==> config.mk <==
export PLATFORM = sky130hd
export DESIGN_NAME = sac_top
export DESIGN_NICKNAME = d
export VERILOG_FILES = /design/src/rtl/sac_pkg.sv /design/src/rtl/sac_top.sv
export VERILOG_INCLUDE_DIRS = /design/src /design/src/rtl
export SDC_FILE = /design/constraint.sdc
export NUM_CORES = 1
export LEC_CHECK = 0
export BUFFER_PORTS_ARGS = -buffer_cell sky130_fd_sc_hd__clkbuf_2
export CAP_MARGIN = 20
export CORE_MARGIN = 5
export CORE_UTILIZATION = 45
export CTS_CLUSTER_DIAMETER = 80
export DETAILED_ROUTE_END_ITERATION = 7
export GPL_ROUTABILITY_DRIVEN = 0
export HOLD_SLACK_MARGIN = 0.03
export MAX_ROUTING_LAYER = met4
export PLACE_DENSITY = 0.67
export SLEW_MARGIN = 0
export SYNTH_ARGS = -nofsm -noshare
export SYNTH_HDL_FRONTEND = slang
export SYNTH_SLANG_ARGS = --single-unit
==> constraint.sdc <==
create_clock -name I_CLK -period 2.8 [get_ports I_CLK]
set_clock_uncertainty 0.05 [all_clocks]
set_input_delay 0.14 -clock I_CLK [delete_from_list [all_inputs] [get_ports I_CLK]]
set_output_delay 0.14 -clock I_CLK [all_outputs]
set_load 0.02 [all_outputs]
==> src/rtl/sac_regs.svh <==
// sac_regs.svh: offsets, field positions, reset values and counts of the serial attenuator control block
// assumes a 32-bit AXI4-Lite register window, one aligned word per register
`ifndef SAC_REGS_SVH
`define SAC_REGS_SVH

// ============================================================
// register byte offsets
`define SAC_OFS_CTRL 4'h0
`define SAC_OFS_STATUS 4'h4
`define SAC_OFS_COUNT 4'h8

// ============================================================
// control register fields
`define SAC_CTRL_FREEZE_BIT 0
`define SAC_CTRL_RST 1'h0

// ============================================================
// status register fields
`define SAC_STAT_SHIFT_LSB 0
`define SAC_STAT_LATCH_LSB 8
`define SAC_STAT_PINS_LSB 16

// ============================================================
// count register fields
`define SAC_CNT_UPD_LSB 0
`define SAC_CNT_EDGE_LSB 16

// ============================================================
// reset values
`define SAC_SHIFT_RST 8'h00
`define SAC_LATCH_RST 8'hff
`define SAC_PINS_RST 5'h10
`define SAC_SDO_RST 1'h0

// ============================================================
// bus answers
`define SAC_RESP_OKAY 2'h0
`define SAC_RESP_SLVERR 2'h2

`endif

==> src/rtl/sac_pkg.sv <==
// sac_pkg.sv: types shared by the serial attenuator control block
// assumes sac_regs.svh is available for the numeric constants
package sac_pkg;

  // ============================================================
  // pin levels after synchronisation, one bit each
  typedef struct packed {
    logic rst_n;
    logic hold;
    logic update;
    logic sclk;
    logic sdi;
  } sac_pins_t;

  // ============================================================
  // fields shown in the status register
  typedef struct packed {
    sac_pins_t pins;
    logic [7:0] latched;
    logic [7:0] shift;
  } sac_status_t;

endpackage : sac_pkg

==> src/rtl/sac_top.sv <==
// sac_top.sv: serial-to-parallel control of a five-step attenuator with an AXI4-Lite register window
// assumes one 40 MHz system clock; all serial pins arrive from outside its domain and are oversampled
//
// Behaviour
// - pin reset low clears the shift register
// - hold high freezes shifting, ignores clock edges
// - update rising edge copies shift into latches
// - sample serial data on rising clock, LSB first
// - serial out repeats input eight clocks later
// - five binary-weighted steps, 1 to 16 dB
// - each step output active low; all high=reference
// - low bits combine as a binary attenuation code
`timescale 1ns/1ps
`include "sac_regs.svh"

module sac_top
  import sac_pkg::*;
#(
  parameter int ADDR_W = 4,
  parameter int SHIFT_W = 8,
  parameter int CNT_W = 16
) (
  input wire logic I_CLK,
  input wire logic I_SRST,
  // serial link pins
  input wire logic I_SHIFT_CLK,
  input wire logic I_SERIAL_IN,
  input wire logic I_UPDATE,
  input wire logic I_SHIFT_HOLD,
  input wire logic I_PIN_RESET_N,
  output logic O_SERIAL_OUT,
  // attenuation controls
  output logic [SHIFT_W-1:0] O_LATCHED_CONTROL_OUTPUTS,
  output logic O_ATTEN_STEP_1DB_N,
  output logic O_ATTEN_STEP_2DB_N,
  output logic O_ATTEN_STEP_4DB_N,
  output logic O_ATTEN_STEP_8DB_N,
  output logic O_ATTEN_STEP_16DB_N,
  // AXI4-Lite slave
  input wire logic [ADDR_W-1:0] I_S_AXI_AWADDR,
  input wire logic I_S_AXI_AWVALID,
  output logic O_S_AXI_AWREADY,
  input wire logic [31:0] I_S_AXI_WDATA,
  input wire logic [3:0] I_S_AXI_WSTRB,
  input wire logic I_S_AXI_WVALID,
  output logic O_S_AXI_WREADY,
  output logic [1:0] O_S_AXI_BRESP,
  output logic O_S_AXI_BVALID,
  input wire logic I_S_AXI_BREADY,
  input wire logic [ADDR_W-1:0] I_S_AXI_ARADDR,
  input wire logic I_S_AXI_ARVALID,
  output logic O_S_AXI_ARREADY,
  output logic [31:0] O_S_AXI_RDATA,
  output logic [1:0] O_S_AXI_RRESP,
  output logic O_S_AXI_RVALID,
  input wire logic I_S_AXI_RREADY
);

  localparam int NPIN = $bits(sac_pins_t);
  localparam logic [NPIN-1:0] PINS_RST = `SAC_PINS_RST;

  // ============================================================
  // pin synchronisers
  sac_pins_t raw_pins;
  sac_pins_t lvl;
  logic [NPIN-1:0] lvl_vec;
  assign raw_pins.rst_n = I_PIN_RESET_N;
  assign raw_pins.hold = I_SHIFT_HOLD;
  assign raw_pins.update = I_UPDATE;
  assign raw_pins.sclk = I_SHIFT_CLK;
  assign raw_pins.sdi = I_SERIAL_IN;
  // three synchroniser flops and a filter flop per pin; a level only moves when stages two and three agree, which rejects one-sample glitches
  genvar gi;
  generate
    for (gi = 0; gi < NPIN; gi++) begin : g_sync
      logic s1_r;
      logic s2_r;
      logic s3_r;
      logic filt_r;
      always_ff @(posedge I_CLK) begin
        if (I_SRST) begin
          s1_r <= PINS_RST[gi];
          s2_r <= PINS_RST[gi];
          s3_r <= PINS_RST[gi];
          filt_r <= PINS_RST[gi];
        end else begin
          s1_r <= raw_pins[gi];
          s2_r <= s1_r;
          s3_r <= s2_r;
          if (s2_r == s3_r) begin
            filt_r <= s3_r;
          end
        end
      end
      assign lvl_vec[gi] = filt_r;
    end
  endgenerate

  assign lvl = sac_pins_t'(lvl_vec);

  // ============================================================
  // edge detection on the filtered clock and strobe
  logic sclk_d_r;
  logic upd_d_r;
  logic sclk_rise;
  logic upd_rise;
  always_ff @(posedge I_CLK) begin
    if (I_SRST) begin
      sclk_d_r <= 1'b0;
      upd_d_r <= 1'b0;
    end else begin
      sclk_d_r <= lvl.sclk;
      upd_d_r <= lvl.update;
    end
  end
  // data and clock share the same filter latency, so data is taken at the same delay as the clock edge
  assign sclk_rise = lvl.sclk & ~sclk_d_r;
  assign upd_rise = lvl.update & ~upd_d_r;

  // ============================================================
  // software control
  logic ctrl_freeze_r;
  logic hold_eff;
  // software freeze acts like the hold pin, so a board without that pin can still lock the register
  assign hold_eff = lvl.hold | ctrl_freeze_r;

  // ============================================================
  // shift register and chained serial output
  logic [SHIFT_W-1:0] shift_r;
  logic sdo_r;
  logic shift_take;
  assign shift_take = sclk_rise & lvl.rst_n & ~hold_eff;

  always_ff @(posedge I_CLK) begin
    if (I_SRST) begin
      shift_r <= `SAC_SHIFT_RST;
    end else if (!lvl.rst_n) begin
      shift_r <= `SAC_SHIFT_RST;
    end else if (shift_take) begin
      shift_r <= {lvl.sdi, shift_r[SHIFT_W-1:1]};
    end
  end

  // the bit leaving the bottom entered SHIFT_W edges earlier, giving the cascade delay
  always_ff @(posedge I_CLK) begin
    if (I_SRST) begin
      sdo_r <= `SAC_SDO_RST;
    end else if (!lvl.rst_n) begin
      sdo_r <= `SAC_SDO_RST;
    end else if (shift_take) begin
      sdo_r <= shift_r[0];
    end
  end

  assign O_SERIAL_OUT = sdo_r;

  // ============================================================
  // output latches
  logic [SHIFT_W-1:0] latch_r;
  // only an update edge moves the latches; pin reset and shifting leave the applied attenuation alone
  always_ff @(posedge I_CLK) begin
    if (I_SRST) begin
      latch_r <= `SAC_LATCH_RST;
    end else if (upd_rise && lvl.rst_n) begin
      latch_r <= shift_r;
    end
  end

  // bits 0..4 drive the 1, 2, 4, 8, 16 dB steps directly, low inserts the step
  assign O_LATCHED_CONTROL_OUTPUTS = latch_r;
  assign O_ATTEN_STEP_1DB_N = latch_r[0];
  assign O_ATTEN_STEP_2DB_N = latch_r[1];
  assign O_ATTEN_STEP_4DB_N = latch_r[2];
  assign O_ATTEN_STEP_8DB_N = latch_r[3];
  assign O_ATTEN_STEP_16DB_N = latch_r[4];

  // ============================================================
  // activity counters, wrap silently
  logic [CNT_W-1:0] upd_cnt_r;
  logic [CNT_W-1:0] edge_cnt_r;

  always_ff @(posedge I_CLK) begin
    if (I_SRST) begin
      upd_cnt_r <= '0;
    end else if (upd_rise && lvl.rst_n) begin
      upd_cnt_r <= upd_cnt_r + CNT_W'(1);
    end
  end

  always_ff @(posedge I_CLK) begin
    if (I_SRST) begin
      edge_cnt_r <= '0;
    end else if (shift_take) begin
      edge_cnt_r <= edge_cnt_r + CNT_W'(1);
    end
  end

  // ============================================================
  // AXI4-Lite write channel
  logic awready_r;
  logic wready_r;
  logic bvalid_r;
  logic [1:0] bresp_r;
  logic [ADDR_W-1:0] waddr_r;
  logic [31:0] wdata_r;
  logic [3:0] wstrb_r;
  logic wr_fire;
  // both address and data held, no answer yet: perform the write
  assign wr_fire = ~awready_r & ~wready_r & ~bvalid_r;

  always_ff @(posedge I_CLK) begin
    if (I_SRST) begin
      awready_r <= 1'b1;
    end else if (I_S_AXI_AWVALID && awready_r) begin
      awready_r <= 1'b0;
    end else if (bvalid_r && I_S_AXI_BREADY) begin
      awready_r <= 1'b1;
    end
  end

  always_ff @(posedge I_CLK) begin
    if (I_SRST) begin
      waddr_r <= '0;
    end else if (I_S_AXI_AWVALID && awready_r) begin
      waddr_r <= I_S_AXI_AWADDR;
    end
  end

  always_ff @(posedge I_CLK) begin
    if (I_SRST) begin
      wready_r <= 1'b1;
    end else if (I_S_AXI_WVALID && wready_r) begin
      wready_r <= 1'b0;
    end else if (bvalid_r && I_S_AXI_BREADY) begin
      wready_r <= 1'b1;
    end
  end

  always_ff @(posedge I_CLK) begin
    if (I_SRST) begin
      wdata_r <= '0;
      wstrb_r <= '0;
    end else if (I_S_AXI_WVALID && wready_r) begin
      wdata_r <= I_S_AXI_WDATA;
      wstrb_r <= I_S_AXI_WSTRB;
    end
  end

  // response: read-only registers accept writes quietly, unmapped addresses answer with an error
  always_ff @(posedge I_CLK) begin
    if (I_SRST) begin
      bvalid_r <= 1'b0;
      bresp_r <= `SAC_RESP_OKAY;
    end else if (wr_fire) begin
      bvalid_r <= 1'b1;
      if (waddr_r == `SAC_OFS_CTRL || waddr_r == `SAC_OFS_STATUS || waddr_r == `SAC_OFS_COUNT) begin
        bresp_r <= `SAC_RESP_OKAY;
      end else begin
        bresp_r <= `SAC_RESP_SLVERR;
      end
    end else if (bvalid_r && I_S_AXI_BREADY) begin
      bvalid_r <= 1'b0;
    end
  end

  // control register write, honouring the byte lane of the freeze bit
  always_ff @(posedge I_CLK) begin
    if (I_SRST) begin
      ctrl_freeze_r <= `SAC_CTRL_RST;
    end else if (wr_fire && waddr_r == `SAC_OFS_CTRL && wstrb_r[0]) begin
      ctrl_freeze_r <= wdata_r[`SAC_CTRL_FREEZE_BIT];
    end
  end

  assign O_S_AXI_AWREADY = awready_r;
  assign O_S_AXI_WREADY = wready_r;
  assign O_S_AXI_BVALID = bvalid_r;
  assign O_S_AXI_BRESP = bresp_r;

  // ============================================================
  // AXI4-Lite read channel
  logic arready_r;
  logic rvalid_r;
  logic [31:0] rdata_r;
  logic [1:0] rresp_r;
  sac_status_t status;
  logic [31:0] rd_word;
  logic rd_hit;
  assign status.pins = lvl;
  assign status.latched = latch_r;
  assign status.shift = shift_r;
  // read mux; status is a snapshot taken at the address handshake
  always_comb begin
    rd_word = '0;
    rd_hit = 1'b1;
    if (I_S_AXI_ARADDR == `SAC_OFS_CTRL) begin
      rd_word[`SAC_CTRL_FREEZE_BIT] = ctrl_freeze_r;
    end else if (I_S_AXI_ARADDR == `SAC_OFS_STATUS) begin
      rd_word[`SAC_STAT_PINS_LSB +: NPIN] = status.pins;
      rd_word[`SAC_STAT_LATCH_LSB +: SHIFT_W] = status.latched;
      rd_word[`SAC_STAT_SHIFT_LSB +: SHIFT_W] = status.shift;
    end else if (I_S_AXI_ARADDR == `SAC_OFS_COUNT) begin
      rd_word[`SAC_CNT_UPD_LSB +: CNT_W] = upd_cnt_r;
      rd_word[`SAC_CNT_EDGE_LSB +: CNT_W] = edge_cnt_r;
    end else begin
      rd_hit = 1'b0;
    end
  end

  always_ff @(posedge I_CLK) begin
    if (I_SRST) begin
      arready_r <= 1'b1;
    end else if (I_S_AXI_ARVALID && arready_r) begin
      arready_r <= 1'b0;
    end else if (rvalid_r && I_S_AXI_RREADY) begin
      arready_r <= 1'b1;
    end
  end

  always_ff @(posedge I_CLK) begin
    if (I_SRST) begin
      rvalid_r <= 1'b0;
      rdata_r <= '0;
      rresp_r <= `SAC_RESP_OKAY;
    end else if (I_S_AXI_ARVALID && arready_r) begin
      rvalid_r <= 1'b1;
      rdata_r <= rd_word;
      rresp_r <= rd_hit ? `SAC_RESP_OKAY : `SAC_RESP_SLVERR;
    end else if (rvalid_r && I_S_AXI_RREADY) begin
      rvalid_r <= 1'b0;
    end
  end

  assign O_S_AXI_ARREADY = arready_r;
  assign O_S_AXI_RVALID = rvalid_r;
  assign O_S_AXI_RDATA = rdata_r;
  assign O_S_AXI_RRESP = rresp_r;

endmodule : sac_top

==> Flow_metrics.wiki, run 1 <==
{| class="wikitable"
! Metric !! Value
|-
| Outcome || finished, final reports clean
|-
| Post-CTS Hold Fix Bufs || 29
|-
| Seq cells post-synth || around 120
|-
| Highest-count cells in the layout ignoring fill and taps || dfxtp_1, nand2_1, clkbuf_2, a21oi_1, nor2_1
|-
| Post-layout worst setup margin || around 740 ps
|-
| Total of max-cap violations || 0
|-
| Crit path buffers/inverters || 0
|-
| Total power density per cell area || between 600 and 700 nW/um2
|-
| CP top delay family || simple AND/OR/NAND/NOR gates
|-
| Pre-CTS worst setup slack || ~750 ps
|-
| Highest attainable clock frequency || between 400 and 500 MHz
|-
| Remaining DRCs || 0
|-
| Origin of the worst min-delay path || I_S_AXI_ARADDR[0]
|-
| Number of optimization iterations in the first detailed-route pass || 4
|-
| Synth cell types || 45
|-
| Detail-routed via count per cell || a little over 5
|-
| Most common library cell in the layout ignoring fill and taps || dfxtp_1
|-
| Crit path max-delay cell type || nor2_1
|-
| Data arrival time of the critical path || 2400 ps
|-
| Starting DRT DRC Count || roughly 230
|-
| Total placed cells including tap cells || between 700 and 800
|-
| Netlist area before placement || 4570 um2
|-
| Num CTS Buffers || 17
|-
| Clock H-tree levels || 4
|-
| Hold slack || ~91 ps
|-
| Reg power frac || 0.447
|-
| Synth-to-layout area growth || 28.0%
|-
| Initial Utilization || 0.464
|-
| Number of pins exceeding their max-slew limit in the final report || 0
|-
| Rows || 36
|-
| Final ANT Viol Nets || 0
|-
| Net switching power || about 0.85 mW
|-
| Fin util || 0.593
|-
| Pin count of the biggest net entering global routing || 42
|-
| Count of final hold-check violations || 0
|-
| Clock latency on the worst-skew pair || between 500 and 600 ps
|-
| Cells after synthesis || 525
|-
| Via count of the first global-routing pass || roughly 3,900
|-
| Actual transition at the worst max-transition pin || ~1000 ps
|-
| Mean routed wirelength per cell || ~15 um
|-
| Clock transition time at the flip-flop clock pins of the worst setup and hold paths || about 60 ps
|-
| Highest cell delay on the worst timing path || 630 ps
|-
| Category of the worst setup path capture point || flop
|-
| Total inserted antenna cells || 0
|-
| Number of buffers inserted by post-CTS setup repair || 0
|-
| Endpoints failing setup || 0
|-
| Fin crit share || 0.737
|-
| CP dominant cell by count || nor2_1
|-
| TritonCTS Sinks || 117
|-
| Sw Share || 0.222
|-
| RSZ-0062 raised after global routing || no
|-
| DIE AREA || roughly 12,000 um2
|-
| Cell depth of the worst min-delay path || 3
|-
| Series of cell instances along the critical path || or3b_4, nor2_1, xnor2_1, nor2_1
|-
| Post-Route Setup TNS || 0 ps
|-
| Clock network fraction of total power || 0.506
|-
| Core area || just under 10,000 um2
|-
| Destination of the worst register-to-register timing path || edge_cnt_r[0]
|-
| VDD IR max || 0.475 mV
|-
| Total half-perimeter wirelength after legalization and detailed placement || between 7 and 8 mm
|-
| Leakage power figure || between 2 and 2.5 nW
|-
| Horizontal die dimension || around 110 um
|-
| Crit Path Class || flop to flop
|-
| Ratio of cells with drive above 1 in the final layout || 0.193
|-
| Global route total overflow || 0
|-
| TritonCTS clock tree || done
|-
| Final critical path time including I/O delays and setup || ~2100 ps
|-
| I/O pin cnt || 111
|-
| Startpoint of the most critical register-to-register path || g_sync[4].filt_r
|-
| Worst rel slew slack || 0.328
|-
| Warnings, synthesis || 0
|-
| Internal cell power || about 3.0 mW
|-
| Placed cell area || between 5000 and 6000 um2
|-
| Maximum number of buffers from clock root to sink || 2
|-
| Destination of the worst hold path || O_S_AXI_RRESP[1]
|-
| Input/output buffers || 74
|-
| Via count || ~4,000
|-
| Final WL || 11.1 mm
|-
| Setup crit start kind || flop
|-
| Filler-free cell count of the finished design || roughly 760
|-
| Area used by multi-input combinational logic || about 2100 um2
|-
| Part of the Yosys area used for sequential elements || 0.512
|-
| Antenna violations before repair || 0
|-
| Global router's overall resource usage || 0.191
|-
| Final total power || around 3.8 mW
|-
| Worst Reg2Reg Path Length in Cells || 4
|-
| # resized after CTS || 0
|-
| Post-synthesis area per instance || 8.71 um2
|-
| Global-route wire length before repair || 18.9 mm
|-
| Number of inserted filler cells in the final layout || approximately 840
|-
| Maximum net fanout on the critical path || 11
|-
| Die outline height || ~110 um
|-
| Root Buffer || clkbuf_8
|-
| Comb pwr share || 0.047
|-
| Summed area of non-filler cells in the final layout || 5850 um2
|-
| Required time of the worst setup path || about 3100 ps
|-
| Slack of the worst reg-to-reg path || between 700 and 800 ps
|-
| Worst min path class || input port to flop
|-
| Net count reported at finish || 677
|-
| Register Area || 2340 um2
|}
-- power by group through the flow --
stage	sequential [mW]	clock, mW	combinational, mW
after floorplan	1.75	0	0.0814
final	1.71	1.93	0.179
after detailed placement	1.74	0	0.144
after CTS	1.71	1.97	0.177
after global placement	1.74	0	0.141
after global routing	1.71	2.04	0.197
-- sequential cells by signal, summed over array words and instances, names as in the netlist, 4 cells and up --
signal	count
waddr_r	4
upd_cnt_r	16
edge_cnt_r	16
O_S_AXI_RDATA	32
shift_r	8
g_sync.s1_r	5
O_LATCHED_CONTROL_OUTPUTS	8
g_sync.s3_r	5
g_sync.filt_r	5
g_sync.s2_r	5
-- cell usage after synthesis (all sizes together) --
library cell | n | share of area
nor4 | 3 | 0.0041
or3 | 5 | 0.0068
or4 | 4 | 0.0074
nor2b | 17 | 0.023
clkbuf | 23 | 0.019
and4b | 2 | 0.0044
nor3 | 5 | 0.0079
o21ai | 31 | 0.034
o22ai | 1 | 0.0014
or2 | 3 | 0.0041
nor3b | 1 | 0.0027
and3b | 1 | 0.0019
inv | 3 | 0.0025
o41ai | 3 | 0.0057
o21bai | 2 | 0.0033
buf | 13 | 0.018
xnor2 | 9 | 0.017
a22oi | 21 | 0.034
xor2 | 9 | 0.017
nand4b | 1 | 0.0033
and3 | 4 | 0.0055
nor4b | 2 | 0.0038
o31ai | 3 | 0.0049
ha | 2 | 0.0055
mux2 | 2 | 0.0049
a211oi | 1 | 0.0016
or4b | 2 | 0.0044
nand3b | 9 | 0.015
nand2b | 5 | 0.0068
nand2 | 95 | 0.078
or3b | 1 | 0.0025
a311oi | 1 | 0.0019
and4 | 3 | 0.0057
a21oi | 46 | 0.050
mux2i | 2 | 0.0044
nor2 | 32 | 0.026
nand4 | 11 | 0.015
nand3 | 27 | 0.030
conb | 1 | 0.00082
and2 | 2 | 0.0027
dfxtp | 117 | 0.51
-- final cells by class --
cell class,count,area share
Clock buffer,22,0.0774
Clock inverter,9,0.0137
Inverter,3,0.00192
Multi-Input combinational cell,370,0.357
Sequential cell,117,0.400
Tap cell,133,0.0284
Timing Repair Buffer,110,0.122
-- cell families (layout without fill, tap and decap cells) --
family / count (synthesis) / count (layout) / share of synthesized area
compound gates: 109 / 109 / 0.138
fa+ha+maj: 2 / 2 / 0.00547
other cells: 1 / 2 / 0.000820
mux: 4 / 4 / 0.00930
simple gates: 235 / 235 / 0.261
buf+inv: 39 / 144 / 0.0391
xor+xnor: 18 / 18 / 0.0345
flops: 117 / 117 / 0.512
-- worst max-delay path by stage --
stage	from	to	slack, ps	depth (start not counted)
2_1_floorplan	g_sync[4].filt_r	edge_cnt_r[13]	1080	5
4_1_cts	g_sync[4].filt_r	edge_cnt_r[0]	740	4
6_report	g_sync[4].filt_r	edge_cnt_r[0]	740	4
3_5_place_dp	g_sync[4].filt_r	edge_cnt_r[0]	750	4
3_3_place_gp	edge_cnt_r[3]	edge_cnt_r[15]	790	4
5_1_grt	g_sync[4].filt_r	edge_cnt_r[0]	590	4
-- per-layer routing --
layer	share of wire	GRT usage
met5	0	-
met4	0.014	0.0657
met3	0.047	0.0475
met2	0.47	0.305
met1	0.47	0.236
-- worst register-to-register path: cells and delay by family, from the launching register on --
kind,cells,cell delay [ps]
xor+xnor,1,200
flops,1,530
simple gates,3,1150
(Power assumes the default switching activity.)
==> inputs of run 2 (changes only) <==
Clock period 2.8 ns to 2 ns, I/O delays scaled along.
==> run 2 against run 1 <==
  * Wire length grew 4.4%
  * Global-route usage grew 1.0 points
  * Via count grew 2.9%
  * Non-clock buffer count grew 15
  * Largest cell class unchanged
  * Sequential share of layout area shrank 1.8 points
==> Flow_metrics.wiki, run 2 (synthesized netlist as in run 1, its figures left out) <==
{| class="wikitable"
! Metric !! Value
|-
| RSZ-0062 raised after global routing || no
|-
| Startpoint of the most critical register-to-register path || O_S_AXI_WREADY
|-
| Count of final hold-check violations || 0
|-
| M1 wire length || roughly 5.2 mm
|-
| Crit Path Class || flop to flop
|-
| Initial Utilization || 0.464
|-
| TritonCTS clock tree || done
|-
| Met2 routed WL || between 5 and 6 mm
|-
| Placed cell area || 5120 um2
|-
| Uppermost layer routed || met4
|-
| Final ANT Viol Nets || 0
|-
| Core area || 9860 um2
|-
| Reg power frac || 0.388
|-
| Worst Reg2Reg Path Length in Cells || 4
|-
| Remaining DRCs || 0
|-
| Detail-routed via count per cell || around 5.2
|-
| Setup crit start kind || flop
|-
| Die outline height || 111 um
|-
| Total inserted antenna cells || 0
|-
| Internal cell power || between 4 and 5 mW
|-
| Maximum net fanout on the critical path || 6
|-
| Most common library cell in the layout ignoring fill and taps || dfxtp_1
|-
| I/O pin cnt || 111
|-
| Total of max-cap violations || 0
|-
| Endpoints failing setup || 0
|-
| Clock network fraction of total power || 0.569
|-
| Outcome || finished, final reports clean
|-
| Post-layout worst setup margin || around 110 ps
|-
| Number of pins exceeding their max-slew limit in the final report || 0
|-
| Clock transition time at the flip-flop clock pins of the worst setup and hold paths || about 50 ps
|-
| DIE AREA || about 12,000 um2
|-
| Pin count of the biggest net entering global routing || 70
|-
| Final critical path time including I/O delays and setup || roughly 1900 ps
|-
| Met3 WL post-DR || around 690 um
|-
| Synth-to-layout area growth || 34.1%
|-
| Clock latency on the worst-skew pair || 510 ps
|-
| Comb pwr share || 0.043
|-
| Maximum number of buffers from clock root to sink || 2
|-
| Via count || between 4,000 and 5,000
|-
| Highest attainable clock frequency || 529 MHz
|-
| VDD IR max || approximately 0.7 mV
|-
| Cell depth of the worst min-delay path || 4
|-
| Origin of the worst min-delay path || I_S_AXI_ARADDR[1]
|-
| Global router's overall resource usage || 0.201
|-
| Num CTS Buffers || 17
|-
| Post-Route Setup TNS || 0 ps
|-
| Horizontal die dimension || 111 um
|-
| Net switching power || around 1.2 mW
|-
| Starting DRT DRC Count || between 200 and 250
|-
| Global route total overflow || 0
|-
| Antenna violations before repair || 0
|-
| Ratio of cells with drive above 1 in the final layout || 0.212
|-
| Global-route wire length before repair || around 20 mm
|-
| Sw Share || 0.192
|-
| Required time of the worst setup path || 2410 ps
|-
| Slack of the worst reg-to-reg path || ~110 ps
|-
| Rows || 36
|-
| Max reg flops || 32
|-
| Destination of the worst hold path || O_S_AXI_RDATA[0]
|-
| Fin crit share || 0.946
|-
| Data arrival time of the critical path || around 2300 ps
|-
| Final WL || around 12 mm
|-
| TritonCTS Sinks || 117
|-
| Net count reported at finish || between 600 and 700
|-
| Mean routed wirelength per cell || around 15 um
|-
| Category of the worst setup path capture point || flop
|-
| Clock H-tree levels || 4
|-
| Via count of the first global-routing pass || 4,094
|-
| Total power density per cell area || 1010 nW/um2
|-
| Number of optimization iterations in the first detailed-route pass || 5
|-
| Root Buffer || clkbuf_8
|-
| Summed area of non-filler cells in the final layout || 6130 um2
|-
| Worst min path class || input port to flop
|-
| Pre-CTS worst setup slack || between 100 and 150 ps
|-
| Leakage power figure || ~2.4 nW
|-
| Destination of the worst register-to-register timing path || wdata_r[0]
|-
| Input/output buffers || 74
|-
| Total half-perimeter wirelength after legalization and detailed placement || ~7.6 mm
|-
| Highest-count cells in the layout ignoring fill and taps || dfxtp_1, nand2_1, clkbuf_2, a21oi_1
|}
-- run 2: cell types whose count changed in the layout (fill, tap and decap cells not counted), sizes merged --
cell and change:
dlygate4sd3 +3, clkbuf +1, buf +12, clkinvlp -4, clkinv -2, bufinv +6
-- run 2: power by group through the flow --
stage | Clock (mW) | Combinational (mW) | Sequential [mW]
floorplan | 0 | 0.114 | 2.45
global placement | 0 | 0.205 | 2.44
detailed placement | 0 | 0.210 | 2.44
CTS | 3.56 | 0.262 | 2.39
global route | 3.67 | 0.291 | 2.39
finish | 3.51 | 0.267 | 2.39
-- run 2: timing repair --
action | in CTS | in global routing
hold buffers | 32 | 0
endpoints found under the setup margin | 0 | 3
setup buffers | 0 | 0
hold endpoints to repair | 24 | 0
resized for setup | 0 | 2
-- run 2: cell type report --
type	count	area, um2
inverter	3	11.3
timing repair buffer	125	846
clock buffer	23	467
tap	133	166
clock inverter	9	220
fill	785	3730
multi-input combinational	370	2080
sequential	117	2340
-- run 2: per-stage QoR --
stage	hold WS [ps]	total power, mW	cells	util
CTS	31.6	6.21	780	0.621
global placement	235	2.64	716	0.519
floorplan	154	2.56	526	-
finish	46.3	6.17	780	0.622
global route	60.3	6.35	780	0.622
detailed placement	236	2.65	716	0.519
-- run 2: worst max path at each step --
stage	startpoint	to	cells after the start
2_1_floorplan	g_sync[4].filt_r	edge_cnt_r[13]	5
3_3_place_gp	g_sync[4].filt_r	edge_cnt_r[11]	4
3_5_place_dp	g_sync[4].filt_r	edge_cnt_r[11]	4
4_1_cts	O_S_AXI_AWREADY	waddr_r[2]	4
5_1_grt	g_sync[4].filt_r	edge_cnt_r[13]	4
6_report	O_S_AXI_WREADY	wdata_r[0]	4
-- run 2: layer usage --
layer,up-vias,GRT usage
met1,1912,0.251
met5,-,-
li1,2045,-
met4,0,0.0542
met2,114,0.316
met3,16,0.0644
-- run 2: worst max-delay path: stages (launching register included) --
cell	delay, ps
dfxtp_2	380
nand3_1	90
dlygate4sd3_1	580
a21oi_1	170
dlygate4sd3_1	570
